**src/dse_pkg.sv**
```systemverilog
package dse_pkg;

  // Bus transfer type driven while halted
  localparam logic [1:0] HTRANS_IDLE = 2'h0;

  // Cause of the most recent abort
  localparam logic [1:0] ABT_NONE = 2'h0;
  localparam logic [1:0] ABT_BKPT = 2'h1;
  localparam logic [1:0] ABT_WPT  = 2'h2;
  localparam logic [1:0] ABT_MEM  = 2'h3;

  // Structure defaults
  localparam int PIPE_STAGES = 2;
  localparam int INSN_WIDTH  = 32;
  localparam int MODE_WIDTH  = 5;

  // Processor mode shown before the first entry
  localparam logic [4:0] MODE_RESET = 5'h00;

  typedef enum logic [1:0] {
    ST_RUN   = 2'b00,
    ST_DRAIN = 2'b01,
    ST_HALT  = 2'b10,
    ST_EXIT  = 2'b11
  } dse_state_type;

endpackage : dse_pkg

```
**src/dse_link_if.sv**
```systemverilog
`timescale 1ns/1ns
interface dse_link_if #(
  parameter int INSN_W = dse_pkg::INSN_WIDTH
) ();
  logic              sys_clk;
  logic              rst;
  logic              ce;
  // Breakpoint tag pipeline
  logic              fetch_tag;
  logic              advance;
  logic              flush;
  logic              exec_tag;
  // Serial debug path
  logic              halted;
  logic              monitor;
  logic              shift;
  logic              bit_in;
  logic              update;
  logic              mon_wr;
  logic [INSN_W-1:0] mon_wdata;
  logic              mon_rd;
  logic              inject_valid;
  logic [INSN_W-1:0] inject_word;
  logic              sdo;
  logic [INSN_W-1:0] mon_rdata;
  logic              rx_full;
  logic              tx_full;

  modport ctl (
    output sys_clk, rst, ce, fetch_tag, advance, flush, halted, monitor,
    output shift, bit_in, update, mon_wr, mon_wdata, mon_rd,
    input  exec_tag, inject_valid, inject_word, sdo, mon_rdata, rx_full, tx_full
  );
  modport tag (
    input  sys_clk, rst, ce, fetch_tag, advance, flush,
    output exec_tag
  );
  modport sdi (
    input  sys_clk, rst, ce, halted, monitor, shift, bit_in, update,
    input  mon_wr, mon_wdata, mon_rd,
    output inject_valid, inject_word, sdo, mon_rdata, rx_full, tx_full
  );
endinterface : dse_link_if

```
**src/dse_bkpt_tag.sv**
```systemverilog
`timescale 1ns/1ns
module dse_bkpt_tag #(
  parameter int NSTAGE = dse_pkg::PIPE_STAGES
) (
  // Pipeline link
  dse_link_if.tag lk
);

  logic [NSTAGE-1:0] tag;

  if (NSTAGE < 1) begin : g_chk
    $error("dse_bkpt_tag: NSTAGE must be at least 1");
  end

  // Tag rides with the instruction from fetch to execute
  for (genvar g = 0; g < NSTAGE; g++) begin : g_stage
    logic next_tag;
    if (g == 0) begin : g_first
      assign next_tag = lk.fetch_tag;
    end else begin : g_rest
      assign next_tag = tag[g-1];
    end
    always_ff @(posedge lk.sys_clk) begin
      if (lk.rst) begin
        tag[g] <= 1'b0;
      end else if (lk.ce) begin
        if (lk.flush) begin
          tag[g] <= 1'b0;
        end else if (lk.advance) begin
          tag[g] <= next_tag;
        end
      end
    end
  end

  assign lk.exec_tag = tag[NSTAGE-1];

endmodule : dse_bkpt_tag

```
**src/dse_core_debug.sv**
```systemverilog
`timescale 1ns/1ns
module dse_core_debug #(
  parameter int INSN_W = dse_pkg::INSN_WIDTH,
  parameter int MODE_W = dse_pkg::MODE_WIDTH
) (
  // Clock and reset
  input  wire logic              sys_clk,
  input  wire logic              rst,
  input  wire logic              ce,
  // Debug control
  input  wire logic              debug_enable_input,
  input  wire logic              monitor_mode,
  input  wire logic              resume_req,
  // Break and request sources
  input  wire logic              ext_break_flag,
  input  wire logic              ext_halt_request,
  input  wire logic              onchip_bkpt,
  input  wire logic              onchip_wpt,
  input  wire logic              onchip_halt,
  // Core pipeline
  input  wire logic              fetch_valid,
  input  wire logic              data_valid,
  input  wire logic              pipe_advance,
  input  wire logic              exec_valid,
  input  wire logic              insn_done,
  input  wire logic              flush_branch,
  input  wire logic              flush_exception,
  input  wire logic              exc_pending,
  input  wire logic [MODE_W-1:0] exc_mode,
  input  wire logic [MODE_W-1:0] core_mode,
  input  wire logic              cop_busy_wait,
  // System side
  input  wire logic [1:0]        htrans_core,
  input  wire logic              mem_abort,
  input  wire logic              normal_interrupt_n,
  input  wire logic              fast_interrupt_n,
  // Serial debug host
  input  wire logic              sdi_shift,
  input  wire logic              sdi_bit,
  input  wire logic              sdi_update,
  // Monitor program mailbox
  input  wire logic              mon_wr,
  input  wire logic [INSN_W-1:0] mon_wdata,
  input  wire logic              mon_rd,
  // Debug status
  output logic                   halted_acknowledge,
  output logic [MODE_W-1:0]      entry_mode,
  output logic [1:0]             abort_status,
  // Core control
  output logic                   core_stall,
  output logic                   exec_suppress,
  output logic                   restart_pulse,
  output logic                   cop_terminate,
  output logic                   prefetch_abort,
  output logic                   data_abort,
  // Gated system signals
  output logic [1:0]             htrans,
  output logic                   abort_core,
  output logic                   irq_n_core,
  output logic                   fiq_n_core,
  // Serial results
  output logic                   inject_valid,
  output logic [INSN_W-1:0]      inject_word,
  output logic                   sdo_bit,
  output logic [INSN_W-1:0]      mon_rdata,
  output logic                   mon_rx_full,
  output logic                   mon_tx_full
);

  dse_pkg::dse_state_type state;
  dse_pkg::dse_state_type next_state;

  dse_link_if #(.INSN_W(INSN_W)) lk ();

  if (MODE_W < 1 || MODE_W > 8) begin : g_chk
    $error("dse_core_debug: MODE_W must be 1 to 8");
  end

  // Decode of current conditions
  logic dbg_on;
  logic halt_md;
  logic run_st;
  logic act_st;
  logic halt_st;
  logic brk_in;
  logic wpt_hit;
  logic wpt_pend;
  logic wpt_any;
  logic exec_bkpt;
  logic req;
  logic take;
  logic mon_wpt;
  logic next_halt;
  logic next_wpt_pend;
  logic [1:0] next_abt;
  logic [MODE_W-1:0] next_mode;

  assign dbg_on  = debug_enable_input;
  assign halt_md = !monitor_mode;
  assign run_st  = state == dse_pkg::ST_RUN;
  assign act_st  = run_st || state == dse_pkg::ST_DRAIN;
  assign halt_st = state == dse_pkg::ST_HALT;

  // Inputs sampled only while running, never while halted
  assign brk_in  = dbg_on && ext_break_flag;
  assign wpt_hit = act_st && data_valid && dbg_on
                   && (ext_break_flag || onchip_wpt);
  assign wpt_any = wpt_hit || wpt_pend;
  assign exec_bkpt = run_st && exec_valid && lk.exec_tag;
  assign req = run_st && dbg_on && halt_md
               && (ext_halt_request || onchip_halt);
  assign take = run_st && halt_md && (wpt_any || req);
  assign mon_wpt = run_st && monitor_mode && insn_done && wpt_any;

  // Breakpoint tag pipeline
  assign lk.sys_clk   = sys_clk;
  assign lk.rst       = rst;
  assign lk.ce        = ce;
  assign lk.fetch_tag = fetch_valid && run_st
                        && (brk_in || (dbg_on && onchip_bkpt));
  assign lk.advance   = pipe_advance && act_st;
  assign lk.flush     = flush_branch || flush_exception
                        || state == dse_pkg::ST_EXIT;

  // Serial path
  assign lk.halted    = halt_st;
  assign lk.monitor   = monitor_mode && dbg_on;
  assign lk.shift     = sdi_shift;
  assign lk.bit_in    = sdi_bit;
  assign lk.update    = sdi_update;
  assign lk.mon_wr    = mon_wr;
  assign lk.mon_wdata = mon_wdata;
  assign lk.mon_rd    = mon_rd;

  dse_bkpt_tag #(
    .NSTAGE(dse_pkg::PIPE_STAGES)
  ) u_tag (
    .lk(lk.tag)
  );

  dse_sdi #(
    .INSN_W(INSN_W)
  ) u_sdi (
    .lk(lk.sdi)
  );

  assign inject_valid = lk.inject_valid;
  assign inject_word  = lk.inject_word;
  assign sdo_bit      = lk.sdo;
  assign mon_rdata    = lk.mon_rdata;
  assign mon_rx_full  = lk.rx_full;
  assign mon_tx_full  = lk.tx_full;

  // Entry sequencing
  always_comb begin
    next_state = state;
    unique case (state)
      dse_pkg::ST_RUN: begin
        if (exec_bkpt && halt_md && dbg_on) begin
          next_state = dse_pkg::ST_HALT;
        end else if (req && cop_busy_wait) begin
          next_state = dse_pkg::ST_HALT;
        end else if (take && insn_done) begin
          next_state = dse_pkg::ST_HALT;
        end else if (take) begin
          next_state = dse_pkg::ST_DRAIN;
        end
      end
      dse_pkg::ST_DRAIN: begin
        if (insn_done) begin
          next_state = dse_pkg::ST_HALT;
        end
      end
      dse_pkg::ST_HALT: begin
        if (resume_req) begin
          next_state = dse_pkg::ST_EXIT;
        end
      end
      dse_pkg::ST_EXIT: begin
        next_state = dse_pkg::ST_RUN;
      end
    endcase
  end

  assign next_halt = next_state == dse_pkg::ST_HALT;

  // Pending watchpoint; a hit consumed by the completing instruction
  assign next_wpt_pend = wpt_any && !(act_st && insn_done);

  // Mode seen by the debugger on entry
  assign next_mode = exc_pending ? exc_mode : core_mode;

  // Abort cause priority: breakpoint, watchpoint, memory
  assign next_abt = (exec_bkpt && monitor_mode) ? dse_pkg::ABT_BKPT :
                    mon_wpt                     ? dse_pkg::ABT_WPT  :
                    (mem_abort && !halt_st)     ? dse_pkg::ABT_MEM  :
                    abort_status;

  always_ff @(posedge sys_clk) begin
    if (rst) begin
      state    <= dse_pkg::ST_RUN;
      wpt_pend <= 1'b0;
    end else if (ce) begin
      state    <= next_state;
      wpt_pend <= next_wpt_pend;
    end
  end

  // Debug state outputs
  always_ff @(posedge sys_clk) begin
    if (rst) begin
      halted_acknowledge <= 1'b0;
      core_stall         <= 1'b0;
      restart_pulse      <= 1'b0;
      entry_mode         <= MODE_W'(dse_pkg::MODE_RESET);
    end else if (ce) begin
      halted_acknowledge <= next_halt && dbg_on;
      core_stall         <= next_halt;
      restart_pulse      <= next_state == dse_pkg::ST_EXIT;
      if (next_halt && !halt_st) begin
        entry_mode <= next_mode;
      end
    end
  end

  // Pipeline actions and monitor aborts
  always_ff @(posedge sys_clk) begin
    if (rst) begin
      exec_suppress  <= 1'b0;
      cop_terminate  <= 1'b0;
      prefetch_abort <= 1'b0;
      data_abort     <= 1'b0;
      abort_status   <= dse_pkg::ABT_NONE;
    end else if (ce) begin
      exec_suppress  <= exec_bkpt;
      cop_terminate  <= req && cop_busy_wait && !exec_bkpt;
      prefetch_abort <= exec_bkpt && monitor_mode;
      data_abort     <= mon_wpt;
      abort_status   <= next_abt;
    end
  end

  // Isolation from the running system
  always_ff @(posedge sys_clk) begin
    if (rst) begin
      htrans     <= dse_pkg::HTRANS_IDLE;
      abort_core <= 1'b0;
      irq_n_core <= 1'b1;
      fiq_n_core <= 1'b1;
    end else if (ce) begin
      htrans     <= next_halt ? dse_pkg::HTRANS_IDLE : htrans_core;
      abort_core <= mem_abort && !next_halt;
      irq_n_core <= normal_interrupt_n || next_halt;
      fiq_n_core <= fast_interrupt_n || next_halt;
    end
  end
endmodule : dse_core_debug

```
**src/dse_sdi.sv**
```systemverilog
`timescale 1ns/1ns
module dse_sdi #(
  parameter int INSN_W = dse_pkg::INSN_WIDTH
) (
  // Serial link
  dse_link_if.sdi lk
);

  logic [INSN_W-1:0] sreg;
  logic              ins_upd;
  logic              mon_upd;

  if (INSN_W < 2) begin : g_chk
    $error("dse_sdi: INSN_W must be at least 2");
  end

  assign ins_upd = lk.update && lk.halted;
  assign mon_upd = lk.update && lk.monitor && !lk.halted;

  // Shift path; a core word waits here for the host
  always_ff @(posedge lk.sys_clk) begin
    if (lk.rst) begin
      sreg   <= '0;
      lk.sdo <= 1'b0;
    end else if (lk.ce) begin
      if (lk.shift) begin
        sreg   <= {lk.bit_in, sreg[INSN_W-1:1]};
        lk.sdo <= sreg[0];
      end else if (lk.mon_wr && lk.monitor) begin
        sreg <= lk.mon_wdata;
      end
    end
  end

  // Instruction insertion while halted
  always_ff @(posedge lk.sys_clk) begin
    if (lk.rst) begin
      lk.inject_valid <= 1'b0;
      lk.inject_word  <= '0;
    end else if (lk.ce) begin
      lk.inject_valid <= ins_upd;
      if (ins_upd) begin
        lk.inject_word <= sreg;
      end
    end
  end

  // Mailbox with the monitor program; set wins over clear
  always_ff @(posedge lk.sys_clk) begin
    if (lk.rst) begin
      lk.mon_rdata <= '0;
      lk.rx_full   <= 1'b0;
      lk.tx_full   <= 1'b0;
    end else if (lk.ce) begin
      if (mon_upd) begin
        lk.mon_rdata <= sreg;
      end
      lk.rx_full <= mon_upd || (lk.rx_full && !lk.mon_rd);
      lk.tx_full <= (lk.mon_wr && lk.monitor) || (lk.tx_full && !mon_upd);
    end
  end

endmodule : dse_sdi

```
**config.mk**
```make
export PLATFORM = sky130hd
export DESIGN_NAME = dse_core_debug
export DESIGN_NICKNAME = d
export VERILOG_FILES = /design/src/dse_pkg.sv /design/src/dse_link_if.sv /design/src/dse_bkpt_tag.sv /design/src/dse_core_debug.sv /design/src/dse_sdi.sv
export SDC_FILE = /design/constraint.sdc
export NUM_CORES = 1
export LEC_CHECK = 0
export BUFFER_PORTS_ARGS = -buffer_cell sky130_fd_sc_hd__buf_2
export CORE_MARGIN = 8
export CORE_UTILIZATION = 55
export CTS_CLUSTER_SIZE = 10
export DETAILED_ROUTE_END_ITERATION = 10
export PLACE_DENSITY = 0.91
export SYNTH_ARGS = -nofsm -noshare
export SYNTH_HDL_FRONTEND = slang
export SYNTH_SLANG_ARGS = --single-unit
```
**constraint.sdc**
```tcl
create_clock -name sys_clk -period 4.4 [get_ports sys_clk]
set_clock_uncertainty 0.15 [all_clocks]
set_input_delay 0.44 -clock sys_clk [delete_from_list [all_inputs] [get_ports sys_clk]]
set_output_delay 0.44 -clock sys_clk [all_outputs]
set_load 0.01 [all_outputs]
```
# After elaboration in Yosys (flattened, before gate mapping)
# Index checks and enable logic that the tools add are counted.
[op_classes]
eq_ne = 5
mux = 18
n_reduce_logical = 67
[ops]
columns = ["cell", "count"]
rows = [
  ["$mux 32", 2],
  ["$logic_and 1x1->1", 37],
  ["$mux 2", 10],
  ["$reduce_and 2->1", 7],
  ["$logic_or 1x1->1", 12],
  ["$eq 2x2->1 const B", 4],
  ["$pmux 2 s4", 1],
  ["$logic_not 1->1", 7],
  ["$mux 5", 1],
  ["$mux 1", 4],
  ["$reduce_bool 2->1", 2],
  ["$reduce_bool 3->1", 1],
  ["$eq 2x1->1 const B", 1],
  ["$logic_not 2->1", 1],
]
[totals]
inputBits = 72
wordCells = 114
out_inout_bits = 87
reg_bits = 124

# Logic depth before layout (Yosys ltp)
[logic_depth]
word_depth = 16
mapped_depth = 8
mapped_depth_nobuf = 5

# Modules after synthesis
# Synthesis repeated with hierarchy kept, for this count alone.
[unflattened]
hier_cells = 584
area_unflattened_um2 = 5368.9
[by_module_without_submodules]
columns = ["module", "area_per_inst_um2", "seq_area_each_um2", "cells_per_inst", "n_inst"]
rows = [
  ["dse_sdi", 4012.6, 2001.9, 445, 1],
  ["dse_core_debug", 1249.9, 440.4, 130, 1],
  ["dse_bkpt_tag", 106.4, 40.0, 9, 1],
]

# Worst setup path before layout
# No wires, ideal clock.
[synth_timing]
path_type = "register to register"
from = "reg state[0]"
to = "reg entry_mode[0]"
stages_incl_launch_ff = 8
arrival_time_ps = 1722
slack_ps = 2442
required_time_ps = 4163
setup_ps = 87
cell_sequence = "dfxtp_1 > buf_6 > or4_4 > a31oi_4 > o211ai_4 > and3_1 > buf_6 > a221oi_2"
[synth_between]
elab_chain_len = 16
word_cells_on_any_way = 32
[synth_lines]
columns = ["element", "line_no", "source"]
rows = [
  ["start: declaration", "dse_core_debug.sv:70", "dse_pkg::dse_state_type state;"],
  ["start signal: assignment", "dse_core_debug.sv:201", "state <= dse_pkg::ST_RUN;"],
  ["start signal: assignment", "dse_core_debug.sv:204", "state <= next_state;"],
  ["$eq 2x1->1 or $logic_not 2->1 (tied branches)", "dse_core_debug.sv:101, dse_core_debug.sv:157, dse_core_debug.sv:100", ""],
  ["$logic_or 1x1->1", "dse_core_debug.sv:101", "assign act_st = run_st || state == dse_pkg::ST_DRAIN;"],
  ["$logic_and 1x1->1 (2 in series)", "dse_core_debug.sv:106", "assign wpt_hit = act_st && data_valid && dbg_on"],
  ["$logic_and 1x1->1", "dse_core_debug.sv:107", "&& (ext_break_flag || onchip_wpt);"],
  ["$logic_or 1x1->1", "dse_core_debug.sv:108", "assign wpt_any = wpt_hit || wpt_pend;"],
  ["$logic_or 1x1->1", "dse_core_debug.sv:112", "assign take = run_st && halt_md && (wpt_any || req);"],
  ["$logic_and 1x1->1", "dse_core_debug.sv:112", ""],
  ["$mux 2 or $logic_and 1x1->1 (tied branches)", "dse_core_debug.sv:165, dse_core_debug.sv:163", ""],
  ["$mux 2", "dse_core_debug.sv:163", "end else if (take && insn_done) begin"],
  ["$mux 2", "dse_core_debug.sv:161", "end else if (req && cop_busy_wait) begin"],
  ["$mux 2", "dse_core_debug.sv:159", "if (exec_bkpt && halt_md && dbg_on) begin"],
  ["$pmux 2 s4", "dse_core_debug.sv:157", "unique case (state)"],
  ["$eq 2x2->1", "dse_core_debug.sv:185", "assign next_halt = next_state == dse_pkg::ST_HALT;"],
  ["$logic_and 1x1->1 *", "dse_core_debug.sv:220", "if (next_halt && !halt_st) begin"],
  ["$reduce_and 2->1 (no source line) *", "--", ""],
  ["end signal: assignment", "dse_core_debug.sv:215", "entry_mode <= MODE_W'(dse_pkg::MODE_RESET);"],
  ["end signal: assignment", "dse_core_debug.sv:221", "entry_mode <= next_mode;"],
  ["end: declaration", "dse_core_debug.sv:47", "output logic [MODE_W-1:0] entry_mode,"],
]
# Mark *: on every way between the ends. The rest lies on a longest branch, timed or not.
# A chain may end at the register's enable or synchronous reset.

# Worst setup path in the final report
[layout_timing]
from = "in ce"
to = "reg u_sdi.sreg[18]"
[layout_between]
elab_chain_len = 1
[layout_lines]
columns = ["element", "line_no", "source"]
rows = [
  ["start: declaration", "dse_core_debug.sv:9", "input wire logic ce,"],
  ["$reduce_and 2->1 (no source line)", "--", ""],
  ["end signal: assignment", "dse_sdi.sv:27", "sreg <= {lk.bit_in, sreg[INSN_W-1:1]};"],
  ["end signal: assignment", "dse_sdi.sv:30", "sreg <= lk.mon_wdata;"],
  ["end: declaration", "dse_sdi.sv:9", "logic [INSN_W-1:0] sreg;"],
]
# No other way between the ends.

==> run_summary.xml <==
<?xml version="1.0" encoding="UTF-8"?>
<metrics>
  <group name="finish">
    <metric name="nFillCells" unit="">679</metric>
    <metric name="antenna-diode-count" unit="">0</metric>
    <metric name="syn2layout_area_growth" unit="%">28.7</metric>
    <metric name="mostFrequentLayoutCells" unit="">157 x buf_2, 142 x nand2_1, 124 x dfxtp_1, 77 x a21oi_1, 42 x mux2i_1</metric>
    <metric name="layout-drive-gt1-share" unit="">0.289</metric>
    <metric name="layout.nets" unit="">797</metric>
    <metric name="final_common_cell" unit="">buf_2</metric>
  </group>
  <group name="logic_synthesis">
    <metric name="synth_cells" unit="">588</metric>
    <metric name="netlist_area" unit="um2">5050</metric>
    <metric name="synthDistinctLibCells" unit="">40</metric>
    <metric name="post-synth-top-area-fraction" unit="">0.492</metric>
    <metric name="dominant_synthesized_flop_cell" unit="">dfxtp_1</metric>
    <metric name="synth.largest_area_cell" unit="">dfxtp_1</metric>
    <metric name="synth_top_cells_by_area" unit="">dfxtp_1 49%, nand2_1 11%, mux2i_1 8.3%, a21oi_1 7.6%, a211oi_1 4.8%</metric>
    <metric name="synth_seq_cells" unit="">124</metric>
    <metric name="syn-num-nets" unit="">660</metric>
    <metric name="synthesis.area_per_instance" unit="um2">8.58</metric>
    <metric name="yosys_warnings" unit="">0</metric>
    <metric name="synth-seq-area-share" unit="">0.492</metric>
    <metric name="ys_async_sr_fraction" unit="">0</metric>
    <metric name="synth_enable_flop_cells" unit="">0</metric>
  </group>
  <group name="sta">
    <metric name="setup_repair_after_global_routing_missed_its_margin" unit="">false</metric>
    <metric name="finalHoldViolCount" unit="">0</metric>
    <metric name="hold_slack_final" unit="ns">0.0525</metric>
    <metric name="final_min_period_over_clock_period" unit="">0.528</metric>
    <metric name="final-max-slew-violation-count" unit="">0</metric>
    <metric name="worst_slew_pin_slew" unit="ns">1.08</metric>
    <metric name="finalSetupTns" unit="ns">0</metric>
    <metric name="finalWorstPathRequiredPeriod" unit="ns">2.32</metric>
    <metric name="relSlewSlack" unit="">0.275</metric>
    <metric name="finalSetupViolations" unit="">0</metric>
    <metric name="max_freq" unit="MHz">431</metric>
  </group>
  <group name="global_route">
    <metric name="grt.total_usage" unit="">0.228</metric>
    <metric name="antenna_found_initial" unit="">1</metric>
    <metric name="grt_pass1_vias" unit="">4735</metric>
    <metric name="grt_max_degree" unit="">71</metric>
    <metric name="grt_first_pass_wirelength" unit="mm">23.3</metric>
    <metric name="grt_remaining_overflow" unit="">0</metric>
  </group>
  <group name="place">
    <metric name="place.port_buffers" unit="">158</metric>
    <metric name="finalWeightedCongestion" unit="">0.856</metric>
    <metric name="dpl.hpwl" unit="mm">9.70</metric>
  </group>
  <group name="clocking">
    <metric name="ctsRootBufferMaster" unit="">clkbuf_8</metric>
    <metric name="tritoncts_clock_tree" unit="">done</metric>
    <metric name="cts-buffers-inserted" unit="">17</metric>
    <metric name="cts_hold_buffers" unit="">0</metric>
    <metric name="ctsHtreeMaxLevel" unit="">4</metric>
    <metric name="cts_num_sinks" unit="">124</metric>
    <metric name="path_clk_slew" unit="ns">0.06</metric>
    <metric name="ctsResizeCount" unit="">0</metric>
    <metric name="postCtsSetupBuffers" unit="">0</metric>
    <metric name="cts-root-to-sink-buffers" unit="">2</metric>
    <metric name="clock_insertion_delay_worst_skew" unit="ns">0.50</metric>
  </group>
  <group name="pwr">
    <metric name="p_per_area" unit="nW/um2">463</metric>
    <metric name="p_leak" unit="nW">2.80</metric>
    <metric name="peak_ir_drop_on_the_vdd_network" unit="mV">0.275</metric>
  </group>
  <group name="worst_hold_path">
    <metric name="min-delay-path-class" unit="">in2reg</metric>
    <metric name="hold_path_startpoint" unit="">htrans_core[1]</metric>
    <metric name="whs_endpoint" unit="">htrans[1]</metric>
    <metric name="number_of_cells_on_the_worst_hold_path" unit="">3</metric>
  </group>
  <group name="critical_path">
    <metric name="rrSetupSlack" unit="ns">2.09</metric>
    <metric name="crit_buf_inv" unit="">1</metric>
    <metric name="cp_cell_sequence" unit="">buf_2 &gt; and3_1 &gt; nand2_1 &gt; nand2_2 &gt; nor2_1 &gt; a211oi_1</metric>
    <metric name="cpMaxStageDelayCell" unit="">nand2_2</metric>
    <metric name="worstPathArrival" unit="ns">2.57</metric>
    <metric name="timing.critical_path.to_type" unit="">register</metric>
    <metric name="critical_path_required" unit="ns">4.64</metric>
    <metric name="worst_r2r_endpoint" unit="">entry_mode[0]</metric>
    <metric name="r2r_start" unit="">state[1]</metric>
    <metric name="worst-path-max-fanout" unit="">64</metric>
    <metric name="worst-r2r-cell-count" unit="">5</metric>
    <metric name="worst-setup-path-type" unit="">in2reg</metric>
    <metric name="path_delay_family" unit="">simple AND/OR/NAND/NOR gates</metric>
    <metric name="crit_path_start_kind" unit="">input port</metric>
    <metric name="longest_individual_stage_delay_on_the_worst_path" unit="ns">0.78</metric>
  </group>
  <group name="flow_run">
    <metric name="maxCapViolCount" unit="">0</metric>
  </group>
  <group name="detailed_routing">
    <metric name="detail_route.vias_per_cell" unit="">5.60</metric>
    <metric name="antenna_left" unit="">0</metric>
    <metric name="route.final.wire_length" unit="mm">14.5</metric>
    <metric name="detailedRoute.firstPassIterationCount" unit="">5</metric>
    <metric name="drt_iter0_markers" unit="">372</metric>
    <metric name="drc" unit="">0</metric>
    <metric name="routed_wire_length_per_instance" unit="um">17.1</metric>
    <metric name="num_vias" unit="">4754</metric>
  </group>
  <group name="floorplanning">
    <metric name="floorplan.rows" unit="">35</metric>
    <metric name="die-area" unit="um2">12500</metric>
    <metric name="core_area" unit="um2">9060</metric>
    <metric name="start_util" unit="">0.557</metric>
    <metric name="die_w" unit="um">112</metric>
    <metric name="fp.dieH" unit="um">112</metric>
    <metric name="boundaryPins" unit="">159</metric>
  </group>
  <group name="run_status">
    <metric name="status" unit="">finished, final reports clean</metric>
  </group>
</metrics>
[worst register-to-register path: stages, from the launching register on]
cell and delay (ns):
dfxtp_1 0.60, nor2_2 0.15, o2111ai_1 0.22, nand4_1 0.35, and3_1 0.47, a221oi_2 0.30
[metrics by stage]
stage / std cells / area, um2 / utilization / setup slack [ns] / power [mW]
2_1_floorplan: 588 / 5050 / - / 2.44 / 1.39
3_3_place_gp: 817 / 5840 / 0.644 / 1.78 / 1.47
3_5_place_dp: 817 / 5840 / 0.644 / 1.65 / 1.48
4_1_cts: 849 / 6500 / 0.717 / 2.13 / 3.02
5_1_grt: 849 / 6500 / 0.717 / 1.86 / 3.11
6_report: 849 / 6500 / 0.717 / 2.08 / 3.01
[area by class of cell]
type | instances | area [um2] | share of cell area
Tap cell | 111 | 139 | 0.0214
Clock inverter | 14 | 243 | 0.0374
Inverter | 10 | 37.5 | 0.00578
Timing Repair Buffer | 164 | 838 | 0.129
Clock buffer | 18 | 418 | 0.0643
Sequential cell | 124 | 2480 | 0.382
Multi-Input combinational cell | 408 | 2340 | 0.360
[logic make-up after synthesis]
logic type,Yosys count,synth area share
buffers and inverters,56,0.0451
multiplexers,42,0.0833
AO/OA/AOI/OAI,136,0.183
flip-flops,124,0.492
AND/OR/NAND/NOR,230,0.196
[sequential cells by signal, summed over array words and instances (netlist names), 2 cells and up]
register,count
abort_status,2
state,2
u_sdi.sreg,32
u_sdi.lk.inject_word,32
entry_mode,5
u_sdi.lk.mon_rdata,32
htrans,2
[synthesized netlist by cell type (all sizes together), types with 2 or more instances]
| cell type | number |
|---|---|
| nand2 | 143 |
| dfxtp | 124 |
| a21oi | 77 |
| clkbuf | 42 |
| mux2i | 42 |
| nor2 | 42 |
| a211oi | 32 |
| and3 | 11 |
| inv | 9 |
| nand3 | 8 |
| a221oi | 5 |
| nand2b | 5 |
| buf | 4 |
| nor3b | 4 |
| o2111ai | 4 |
| o31ai | 4 |
| or3b | 4 |
| nor2b | 3 |
| nor3 | 3 |
| a311oi | 2 |
| nand4 | 2 |
| nand4b | 2 |
| o211ai | 2 |
| o21a | 2 |
| o21ai | 2 |
[metal layers]
| metal | part of all wire | vias to the layer above | track usage |
|---|---|---|---|
| met3 | 0.078 | 24 | 0.0909 |
| met1 | 0.41 | 2217 | 0.250 |
| met5 | 0.00090 | - | 0 |
| li1 | - | 2307 | - |
| met4 | 0.014 | 2 | 0.0775 |
| met2 | 0.50 | 204 | 0.391 |
[power breakdown]
part,switching [mW],internal [mW]
logic,0.156,0.106
registers,0.0404,1.17
clock network,0.503,1.04
[worst max path at each step]
stage,startpoint,end,slack (ns),cells past startpoint
after global routing,ce,u_sdi.sreg[18],1.86,6
final,ce,u_sdi.sreg[18],2.08,6
after detailed placement,ce,u_sdi.sreg[18],1.65,6
after floorplan,state[0],entry_mode[0],2.44,7
after CTS,ce,u_sdi.sreg[18],2.13,6
after global placement,ce,u_sdi.sreg[20],1.78,6
Power figures use the tool's default switching activity.
